[src/logic/cpu_timing_pkg.sv]
package cpu_timing_pkg;

  // Field widths of the decoded timing record, the program address and the opcode
  localparam int LEN_W = 2;
  localparam int CYC_W = 4;
  localparam int PC_W = 16;
  localparam int OPC_W = 8;
  localparam int FLG_W = 3;

  typedef logic [LEN_W-1:0] len_t;
  typedef logic [CYC_W-1:0] cyc_t;

  // Program bytes occupied by an instruction
  localparam len_t LEN_1 = 2'h1;
  localparam len_t LEN_2 = 2'h2;
  localparam len_t LEN_3 = 2'h3;

  // Execution lengths in system clock cycles
  localparam cyc_t CYC_1 = 4'h1;
  localparam cyc_t CYC_2 = 4'h2;
  localparam cyc_t CYC_3 = 4'h3;
  localparam cyc_t CYC_4 = 4'h4;
  localparam cyc_t CYC_5 = 4'h5;
  localparam cyc_t CYC_DIV = 4'h8;

  // Extra cycle a conditional branch spends when taken
  localparam cyc_t CYC_TAKEN_EXTRA = 4'h1;

  // Opcodes with special handling
  localparam logic [OPC_W-1:0] OPC_NOP = 8'h00;
  localparam logic [OPC_W-1:0] OPC_SPARE = 8'hA5;

  // Status flag effect mask: bit 2 carry, bit 1 aux carry, bit 0 overflow
  localparam int FLG_CY_BIT = 2;
  localparam int FLG_AC_BIT = 1;
  localparam int FLG_OV_BIT = 0;
  localparam logic [FLG_W-1:0] FLG_NONE = 3'h0;
  localparam logic [FLG_W-1:0] FLG_CY = 3'h4;
  localparam logic [FLG_W-1:0] FLG_CY_OV = 3'h5;
  localparam logic [FLG_W-1:0] FLG_ALL = 3'h7;

  // Operand addressing mode
  typedef enum logic [3:0] {
    MODE_IMPLIED,
    MODE_ACC,
    MODE_REG,
    MODE_DIRECT,
    MODE_INDIRECT,
    MODE_IMMED,
    MODE_DIR_DIR,
    MODE_DIR_IMM,
    MODE_BIT,
    MODE_REL,
    MODE_ABS11,
    MODE_ABS16,
    MODE_CODE,
    MODE_EXT8,
    MODE_EXT16,
    MODE_DATA_POINTER_16_IMM
  } mode_t;

  // Decoded timing record of one instruction
  typedef struct packed {
    len_t len;
    cyc_t cyc;
    cyc_t cyc_taken;
    mode_t mode;
    logic cond_br;
    logic rel_br;
    logic [FLG_W-1:0] flags;
  } dec_t;

  localparam logic [PC_W-1:0] PC_RESET = 16'h0000;

endpackage

[src/logic/exec_sequencer.sv]
`timescale 1ns/1ps
module exec_sequencer
  import cpu_timing_pkg::*;
#(
  parameter int CNT_W = cpu_timing_pkg::CYC_W
) (
  // Clock and reset
  input wire logic clock_i,
  input wire logic rst_b_i,
  // Start of an instruction and its cycle count
  input wire logic start_i,
  input wire logic [CNT_W-1:0] cycles_i,
  // Sequencing state
  output logic ready_o,
  output logic done_o
);

  // Cycles still to run after the current one
  logic [CNT_W-1:0] remain_r;
  logic [CNT_W-1:0] remain_nxt;
  logic last_nxt;

  // Zero counts are treated as one so the core never stalls forever
  always_comb begin
    remain_nxt = remain_r;
    last_nxt = 1'b1;
    if (start_i) begin
      if (cycles_i > CNT_W'(1)) begin
        remain_nxt = cycles_i - CNT_W'(1);
        last_nxt = 1'b0;
      end else begin
        remain_nxt = '0;
      end
    end else if (remain_r != '0) begin
      remain_nxt = remain_r - CNT_W'(1);
      last_nxt = (remain_r == CNT_W'(1));
    end
  end

  // Count plain clock cycles; no machine-cycle grouping
  always_ff @(posedge clock_i or negedge rst_b_i) begin
    if (!rst_b_i) begin
      remain_r <= '0;
    end else begin
      remain_r <= remain_nxt;
    end
  end

  // Ready only once the full count has elapsed
  always_ff @(posedge clock_i or negedge rst_b_i) begin
    if (!rst_b_i) begin
      ready_o <= 1'b1;
    end else begin
      ready_o <= last_nxt;
    end
  end

  // Done pulses in the last cycle of each instruction
  always_ff @(posedge clock_i or negedge rst_b_i) begin
    if (!rst_b_i) begin
      done_o <= 1'b0;
    end else if (start_i || remain_r != '0) begin
      done_o <= last_nxt;
    end else begin
      done_o <= 1'b0;
    end
  end

endmodule

[src/logic/cpu_instruction_cycle_timing.sv]
`timescale 1ns/1ps
// Contract
// - Decode opcodes, modes, flags as classic set
// - Sequence in plain clock cycles only
// - Most instructions: cycles equal byte count
// - Untaken conditional branch one cycle shorter
// - ADD/ADDC/SUBB: register 1, others 2
// - ANL/ORL/XRL to A: register 1, others 2
// - Logic to direct: A 2/2, immediate 3/3
// - Accumulator clear/complement/rotate/swap: 1 byte, 1
// - Moves: direct/immediate 2, register 1, dual 3
// - Indirect internal memory moves take 2 cycles
// - Load data pointer immediate: 3 bytes, 3
// - Code byte reads: 1 byte, 3 cycles
// - External data moves: 1 byte, 3 cycles
// - Push and pop direct: 2 bytes, 2
// - Relative target: signed byte plus next address
// - Spare opcode behaves as no-operation
module cpu_instruction_cycle_timing (
  // Clock and reset
  input wire logic clock_i,
  input wire logic rst_b_i,
  // Instruction issue from the fetch stage
  input wire logic issue_valid_i,
  input wire logic [7:0] issue_opcode_i,
  input wire logic [15:0] issue_pc_i,
  input wire logic [7:0] issue_rel_i,
  input wire logic branch_cond_i,
  // Issue handshake and sequencing
  output logic issue_ready_o,
  output logic exec_done_o,
  // Decoded record and flow result, held until the next issue
  output cpu_timing_pkg::dec_t decode_o,
  output logic branch_taken_o,
  output logic [15:0] next_pc_o
);
  import cpu_timing_pkg::*;

  // Combinational decode of the issued opcode
  dec_t dec;
  logic [3:0] hi;
  logic [3:0] lo;
  logic accept;
  logic taken;
  cyc_t run_cycles;
  logic [PC_W-1:0] seq_pc;
  logic [PC_W-1:0] rel_pc;

  // Plain entry: taken and untaken lengths are the same
  function automatic dec_t ent(input len_t l, input cyc_t c, input mode_t m);
    dec_t r;
    r = '0;
    r.len = l;
    r.cyc = c;
    r.cyc_taken = c;
    r.mode = m;
    r.flags = FLG_NONE;
    return r;
  endfunction

  // Conditional relative branch: one more cycle when taken
  function automatic dec_t jrel(input len_t l, input cyc_t c, input mode_t m);
    dec_t r;
    r = ent(l, c, m);
    r.cond_br = 1'b1;
    r.rel_br = 1'b1;
    r.cyc_taken = c + CYC_TAKEN_EXTRA;
    return r;
  endfunction

  // The opcode splits into an operation row (high nibble) and an
  // operand column (low nibble); the column alone fixes the operand
  // kind for most rows, which keeps the decode table compact.
  // Rows that break the pattern are listed explicitly below.
  assign hi = issue_opcode_i[7:4];
  assign lo = issue_opcode_i[3:0];

  // Opcode map decode; the table keeps classic encodings and flag effects
  // Column order of the checks matters: the working register column
  // (bit 3 set) is tested first, then the indirect pointer column,
  // and only then the mixed low columns.
  // Every path starts from a one-byte, one-cycle default, but every case has
  // a default of its own, so a gap in the table takes that column's entry.
  // Parity is not in the flag mask; it always follows the accumulator.
  always_comb begin
    dec = ent(LEN_1, CYC_1, MODE_IMPLIED);
    if (lo[3]) begin
      // Working register column
      case (hi)
        4'h2, 4'h3, 4'h9: begin
          dec = ent(LEN_1, CYC_1, MODE_REG);
          dec.flags = FLG_ALL;
        end
        4'h4, 4'h5, 4'h6: dec = ent(LEN_1, CYC_1, MODE_REG);
        4'h7, 4'h8, 4'hA: dec = ent(LEN_2, CYC_2, MODE_REG);
        4'hB: begin
          // Compare immediate to register and branch
          dec = jrel(LEN_3, CYC_3, MODE_REG);
          dec.flags = FLG_CY;
        end
        4'hD: dec = jrel(LEN_2, CYC_2, MODE_REG);
        4'hE, 4'hF: dec = ent(LEN_1, CYC_1, MODE_REG);
        default: dec = ent(LEN_1, CYC_1, MODE_REG);
      endcase
    end else if (lo[2:1] == 2'h3) begin
      // Indirect pointer register column
      case (hi)
        4'h2, 4'h3, 4'h9: begin
          dec = ent(LEN_1, CYC_2, MODE_INDIRECT);
          dec.flags = FLG_ALL;
        end
        4'h4, 4'h5, 4'h6: dec = ent(LEN_1, CYC_2, MODE_INDIRECT);
        4'h7, 4'h8, 4'hA: dec = ent(LEN_2, CYC_2, MODE_INDIRECT);
        4'hB: begin
          dec = jrel(LEN_3, CYC_4, MODE_INDIRECT);
          dec.flags = FLG_CY;
        end
        4'hE, 4'hF: dec = ent(LEN_1, CYC_2, MODE_INDIRECT);
        default: dec = ent(LEN_1, CYC_2, MODE_INDIRECT);
      endcase
    end else begin
      case (lo[2:0])
        3'h0: begin
          case (hi)
            4'h0: dec = ent(LEN_1, CYC_1, MODE_IMPLIED);
            4'h1, 4'h2, 4'h3: dec = jrel(LEN_3, CYC_3, MODE_BIT);
            4'h4, 4'h5, 4'h6, 4'h7: dec = jrel(LEN_2, CYC_2, MODE_REL);
            4'h8: begin
              // Short jump is always taken
              dec = ent(LEN_2, CYC_3, MODE_REL);
              dec.rel_br = 1'b1;
            end
            4'h9: dec = ent(LEN_3, CYC_3, MODE_DATA_POINTER_16_IMM);
            4'hA, 4'hB: begin
              dec = ent(LEN_2, CYC_2, MODE_BIT);
              dec.flags = FLG_CY;
            end
            4'hC, 4'hD: dec = ent(LEN_2, CYC_2, MODE_DIRECT);
            default: dec = ent(LEN_1, CYC_3, MODE_EXT16);
          endcase
        end
        3'h1: dec = ent(LEN_2, CYC_3, MODE_ABS11);
        3'h2: begin
          case (hi)
            4'h0, 4'h1: dec = ent(LEN_3, CYC_4, MODE_ABS16);
            4'h2, 4'h3: dec = ent(LEN_1, CYC_5, MODE_IMPLIED);
            4'h4, 4'h5, 4'h6: dec = ent(LEN_2, CYC_2, MODE_DIRECT);
            4'h7, 4'h8, 4'hA: begin
              dec = ent(LEN_2, CYC_2, MODE_BIT);
              dec.flags = FLG_CY;
            end
            4'hE, 4'hF: dec = ent(LEN_1, CYC_3, MODE_EXT8);
            default: dec = ent(LEN_2, CYC_2, MODE_BIT);
          endcase
        end
        3'h3: begin
          case (hi)
            4'h0, 4'h2: dec = ent(LEN_1, CYC_1, MODE_ACC);
            4'h1, 4'h3: begin
              dec = ent(LEN_1, CYC_1, MODE_ACC);
              dec.flags = FLG_CY;
            end
            4'h4, 4'h5, 4'h6: dec = ent(LEN_3, CYC_3, MODE_DIR_IMM);
            4'h7: dec = ent(LEN_1, CYC_3, MODE_CODE);
            4'h8, 4'h9: dec = ent(LEN_1, CYC_3, MODE_CODE);
            4'hA: dec = ent(LEN_1, CYC_1, MODE_IMPLIED);
            4'hB, 4'hC, 4'hD: begin
              dec = ent(LEN_1, CYC_1, MODE_IMPLIED);
              dec.flags = FLG_CY;
            end
            default: dec = ent(LEN_1, CYC_3, MODE_EXT8);
          endcase
        end
        3'h4: begin
          case (hi)
            4'h2, 4'h3, 4'h9: begin
              dec = ent(LEN_2, CYC_2, MODE_IMMED);
              dec.flags = FLG_ALL;
            end
            4'h4, 4'h5, 4'h6: dec = ent(LEN_2, CYC_2, MODE_IMMED);
            4'h7: dec = ent(LEN_2, CYC_2, MODE_IMMED);
            4'h8: begin
              // Divide clears carry and reports overflow
              dec = ent(LEN_1, CYC_DIV, MODE_ACC);
              dec.flags = FLG_CY_OV;
            end
            4'hA: begin
              dec = ent(LEN_1, CYC_4, MODE_ACC);
              dec.flags = FLG_CY_OV;
            end
            4'hB: begin
              dec = jrel(LEN_3, CYC_3, MODE_IMMED);
              dec.flags = FLG_CY;
            end
            4'hD: begin
              // Decimal adjust may set carry
              dec = ent(LEN_1, CYC_1, MODE_ACC);
              dec.flags = FLG_CY;
            end
            default: dec = ent(LEN_1, CYC_1, MODE_ACC);
          endcase
        end
        default: begin
          // Direct byte column
          case (hi)
            4'h2, 4'h3, 4'h9: begin
              dec = ent(LEN_2, CYC_2, MODE_DIRECT);
              dec.flags = FLG_ALL;
            end
            4'h4, 4'h5, 4'h6: dec = ent(LEN_2, CYC_2, MODE_DIRECT);
            4'h7: dec = ent(LEN_3, CYC_3, MODE_DIR_IMM);
            4'h8: dec = ent(LEN_3, CYC_3, MODE_DIR_DIR);
            4'hA: dec = ent(LEN_1, CYC_1, MODE_IMPLIED);
            4'hB: begin
              dec = jrel(LEN_3, CYC_3, MODE_DIRECT);
              dec.flags = FLG_CY;
            end
            4'hD: dec = jrel(LEN_3, CYC_3, MODE_DIRECT);
            4'hE, 4'hF: dec = ent(LEN_2, CYC_2, MODE_DIRECT);
            default: dec = ent(LEN_2, CYC_2, MODE_DIRECT);
          endcase
        end
      endcase
    end
  end

  // Issue is taken only while the sequencer is idle
  // A request held across busy cycles is simply ignored; nothing is
  // latched until ready returns, so the fetch stage may keep valid up.
  // Ready comes from a flip-flop, so this gate adds no long path
  // from the decode table into the fetch stage.
  assign accept = issue_valid_i & issue_ready_o;

  // Branch outcome: short jump always, conditionals on the datapath test
  // The condition must be valid in the issue cycle; a late condition
  // would give the wrong length, so the datapath resolves it early.
  assign taken = dec.rel_br & (~dec.cond_br | branch_cond_i);

  // Cycle count to run, lengthened by one for a taken conditional branch
  // Both counts sit in the record, so the choice is one small mux
  // rather than an adder in the issue path.
  assign run_cycles = taken ? dec.cyc_taken : dec.cyc;

  // Address of the following instruction and relative target
  // The displacement is sign extended and added to the address after
  // the branch; both sums wrap at the top of the 16-bit space.
  assign seq_pc = issue_pc_i + PC_W'(dec.len);
  assign rel_pc = seq_pc + {{8{issue_rel_i[7]}}, issue_rel_i};

  // Cycle sequencer; its ready gates the next issue
  // Counting lives in its own module so the decode table stays purely
  // combinational and the sequencing can be checked on its own.
  // Its outputs are registers, which keeps the top outputs clean.
  exec_sequencer #(
    .CNT_W(CYC_W)
  ) u_seq (
    .clock_i(clock_i),
    .rst_b_i(rst_b_i),
    .start_i(accept),
    .cycles_i(run_cycles),
    .ready_o(issue_ready_o),
    .done_o(exec_done_o)
  );

  // Decoded record held for the datapath for the whole instruction
  // Holding it until the next issue lets the datapath read the mode
  // and flag mask in any cycle of a long instruction.
  always_ff @(posedge clock_i or negedge rst_b_i) begin
    if (!rst_b_i) begin
      decode_o <= ent(LEN_1, CYC_1, MODE_IMPLIED);
    end else if (accept) begin
      decode_o <= dec;
    end
  end

  // Branch outcome, held with the record
  // Loaded on the same edge as the record so the two always agree,
  // even when a reset cuts an instruction short.
  always_ff @(posedge clock_i or negedge rst_b_i) begin
    if (!rst_b_i) begin
      branch_taken_o <= 1'b0;
    end else if (accept) begin
      branch_taken_o <= taken;
    end
  end

  // Next program address; absolute jumps and returns are resolved
  // by the datapath, which overrides this sequential value
  always_ff @(posedge clock_i or negedge rst_b_i) begin
    if (!rst_b_i) begin
      next_pc_o <= PC_RESET;
    end else if (accept) begin
      next_pc_o <= taken ? rel_pc : seq_pc;
    end
  end

endmodule

[config.mk]
export PLATFORM = sky130hd
export DESIGN_NAME = cpu_instruction_cycle_timing
export DESIGN_NICKNAME = d
export VERILOG_FILES = /design/src/logic/cpu_timing_pkg.sv /design/src/logic/exec_sequencer.sv /design/src/logic/cpu_instruction_cycle_timing.sv
export SDC_FILE = /design/constraint.sdc
export NUM_CORES = 1
export LEC_CHECK = 0
export BUFFER_PORTS_ARGS = -buffer_cell sky130_fd_sc_hd__buf_2
export CAP_MARGIN = 20
export CORE_MARGIN = 2
export CORE_UTILIZATION = 50
export CTS_CLUSTER_SIZE = 30
export DETAILED_ROUTE_END_ITERATION = 12
export GPL_TIMING_DRIVEN = 0
export PLACE_DENSITY_LB_ADDON = 0.25
export SLEW_MARGIN = 20
export SYNTH_ARGS = -nofsm -noshare
export SYNTH_HDL_FRONTEND = slang
export SYNTH_SLANG_ARGS = --single-unit
[constraint.sdc]
create_clock -name clock_i -period 1.58 [get_ports clock_i]
set_input_delay 0.158 -clock clock_i [delete_from_list [all_inputs] [get_ports clock_i]]
set_output_delay 0.158 -clock clock_i [all_outputs]
set_load 0.1 [all_outputs]
==> key figures <==
Critical path
  – CP endpoint kind: register
  – WS Path Type: in -> reg
  – Req. time, crit path: 1.76 ns
  – CP startpoint kind: input port
  – CP arrival: 4.31 ns
  – Crit-path max FO: 3

Power
  – Combinational Power Share: 71.9%
  – Tot Pwr: 8.99 mW
  – Clock power share: 7.8%
  – Leakage power total: 2.84 nW
  – Power share of the sequential group: 20.3%
  – Switch Pwr: 5.50 mW
  – Int Power: 3.49 mW
  – Worst VDD drop: 1080 µV
  – Sw frac: 61.2%
  – Power per standard cell area: 1370 nW/µm²

Yosys
  – Largest family of logic cells by synthesized area: compound AO/OA/AOI/OAI gates
  – Synth Area in XOR/XNOR: 5.79%
  – Syn_area_per_cell: 7.69 µm²
  – Post-synthesis mux area share: 3.31%
  – Register area share after synthesis: 25.2%
  – Syn Inst Count: 531
  – Synth top area cells: dfrtp_1 23%, ha_1 9.5%, nand2_1 7.9%
  – Post-synthesis adder-cell area fraction: 10.5%
  – Post-synth cell types: 75
  – Top FF cell, synth: dfrtp_1
  – Synth top cells by count: 86 x nand2_1, 47 x nor2_1, 47 x o21ai_0, 37 x dfrtp_1, 34 x a21oi_1
  – #FFs+latches synth: 41
  – Asr flop ratio synth: 100%
  – Post-synth top area share: 22.7%
  – Yosys warnings: 0
  – Syn nets: 600
  – Post-synthesis simple-gate area fraction: 23.8%
  – Area leader, netlist: dfrtp_1
  – EDFF count, synth: 0
  – Cell Area, Synth: 4080 µm²
  – Compound-Gate Fraction of Synth Area: 25.5%
  – Most common cell in the netlist: nand2_1

Clock tree
  – Clock root cell: clkbuf_8
  – Clock Sinks: 41
  – CTS Hold Bufs: 0
  – H-tree depth: 2
  – Clock Path Buffers: 2
  – CTS buffer count: 5
  – Clk slew on worst S/H paths: 0.09 ns
  – Clk Latency, worst-skew pair: 0.29 ns
  – CTS tree: built

STA
  – Setup_tns: -40.87 ns
  – Max Slew Vio Count: 0
  – Slew headroom: 36.1%
  – Max Fclk: 242 MHz
  – Worst setup margin: -2.55 ns
  – Setup violators final: 32
  – RSZ-0062 raised after global routing: true
  – Final Hold Viols: 0
  – Fin Clk Skew: 0.00542 ns
  – Tcrit/Tclk final: 261%
  – Post-layout min period: 4.13 ns
  – Tightest Pin Transition: 0.959 ns

Outcome
  – Failing checks: negative setup slack
  – Status: finished, violations left

Cells and area
  – Non-Filler Instances: 794
  – N_diodes: 0
  – Post-layout util: 83.9%
  – Share of cells above drive strength 1: 51.7%
  – Nets: 760
  – P&R area growth vs syn: 60.4%

Floorplanning
  – Die height: 94.4 µm
  – Initial Utilization: 52.3%
  – Die area: 8910 µm²
  – Die X: 94.4 µm
  – Core area: 7810 µm²
  – # rows: 32
  – Ports: 74

Global route
  – Met3 usage: 5.59%
  – First-pass GRT wire length: 23200 µm
  – GR peak layer: met2
  – Antenna violations before repair: 0
  – Gr usage total: 33.3%
  – Pin count of the biggest net entering global routing: 42
  – GRT met1 Usage: 42.9%
  – Global routing met2 resource utilization: 55.7%
  – GRT Residual Overflow: 0
  – Vias in the first global route: 4617

Route
  – DR WL/cell: 20.4 µm
  – DRC: 0
  – DR vias/cell: 6.28
  – Final ANT Viol Nets: 0
  – DR vias: 4983
  – Drt pass-1 iters: 5
  – Initial DRC Count: 405
  – WL final: 16200 µm

Flow run
  – Max_cap viols: 0

Placement
  – Post-Place Cells: 705
  – # port buffers: 72
  – Hpwl dp: 9730 µm
  – Global placer's final weighted congestion: 1.01

Worst hold path
  – Hold crit path type: in -> async
[state kept, by name (all words and copies together) (netlist names)]
register,count
decode_o,18
next_pc_o,16
u_seq.remain_r,4
branch_taken_o,1
u_seq.done_o,1
u_seq.ready_o,1
[critical path, cell delays in order]
cell and delay (ns):
buf_2 0.12, or3_4 0.42, a21oi_4 0.16, a21oi_2 0.05, a21oi_2 0.20, a211oi_2 0.06
o31ai_2 0.30, mux2i_4 0.17, buf_6 0.16, fa_2 0.41, nor2_4 0.21, buf_6 0.14
and4_4 0.23, nand4_1 0.13, xnor2_2 0.17, ha_1 0.21, or2_4 0.27, nor4_4 0.28
nor2_2 0.08, buf_4 0.14, mux2i_1 0.13, nand3_1 0.08
[cell families after synthesis]
kind of cell / count (synthesis)
AO/OA/AOI/OAI: 157
adder cells (fa/ha/maj): 33
buffers and inverters: 52
flip-flops: 41
multiplexers: 13
AND/OR/NAND/NOR: 208
XOR/XNOR: 27
[metal layers]
layer	wire length, µm	share of wire [%]
met1	6470	40
met5	0	0
met4	566	3.5
met3	1180	7.3
met2	7980	49
[what timing repair did]
| item | in CTS | in global routing |
|---|---|---|
| resized for setup | 140 | 114 |
| buffers inserted | 65 | 24 |
| gates cloned | 0 | 0 |
| setup endpoints to repair | 32 | 41 |
| pin swaps | 69 | 62 |
[power by group through the flow]
stage | Combinational (mW) | Sequential (mW) | Clock (mW)
6_report | 6.47 | 1.82 | 0.703
5_1_grt | 6.73 | 1.88 | 0.756
4_1_cts | 5.97 | 1.81 | 0.708
3_5_place_dp | 5.39 | 1.83 | 0
3_3_place_gp | 5.34 | 1.80 | 0
2_1_floorplan | 1.50 | 4.76 | 0
[cells in the final DEF, fill, tap and decap left out, types with 4 or more instances in the layout]
master	count
inv_1	9
clkbuf_1	5
a21o_1	7
xnor2_2	7
and2_1	6
clkbuf_8	5
buf_8	6
nand2_4	4
a21oi_1	11
nor3_1	12
ha_1	12
nor2_1	32
inv_2	5
mux2i_1	8
dfrtp_1	37
xnor2_4	4
xor2_1	8
nor2_2	10
o21ai_2	5
o21ai_1	31
nand3_1	12
a31oi_1	7
nor2_4	5
nand2_1	71
ha_4	16
o22ai_1	4
buf_2	72
or3_1	4
o21ai_0	13
buf_4	70
a211oi_2	5
nand4_1	6
xnor2_1	6
buf_6	23
clkbuf_2	9
nand2_2	11
a21oi_4	5
a21oi_2	19
[metrics by stage]
stage	worst slack [ns]	area [µm²]	hold WS, ns
after detailed placement	-3.32	4740	0.358
after CTS	-2.38	5930	0.0400
after global placement	-3.29	4740	0.341
after global routing	-2.67	6550	0.0785
final	-2.55	6550	0.0119
after floorplan	-2.26	4260	-0.138
[area by class of cell]
cell class	instances	area (µm²)
Buffer	33	279
Clock buffer	5	68.8
Clock inverter	3	17.5
Fill cell	441	1250
Inverter	18	83.8
Multi-Input combinational cell	438	3880
Sequential cell	41	1030
Tap cell	102	128
Timing Repair Buffer	154	1060
[final timing paths]
| kind | start | end | slack, ns | cells after the start |
|---|---|---|---|---|
| min reg2reg | decode_o[9] | decode_o[9] | 0.46 | 2 |
| max | issue_opcode_i[0] | next_pc_o[15] | -2.55 | 22 |
| min in group clock_i | issue_pc_i[4] | next_pc_o[4] | 0.29 | 4 |
| max reg2reg | u_seq.ready_o | u_seq.remain_r[1] | 0 | 5 |
| min | rst_b_i | u_seq.done_o | 0.01 | 1 |
| max in group asynchronous | rst_b_i | decode_o[7] | 0.98 | 1 |
No activity file was read; power rests on OpenSTA's default activity.
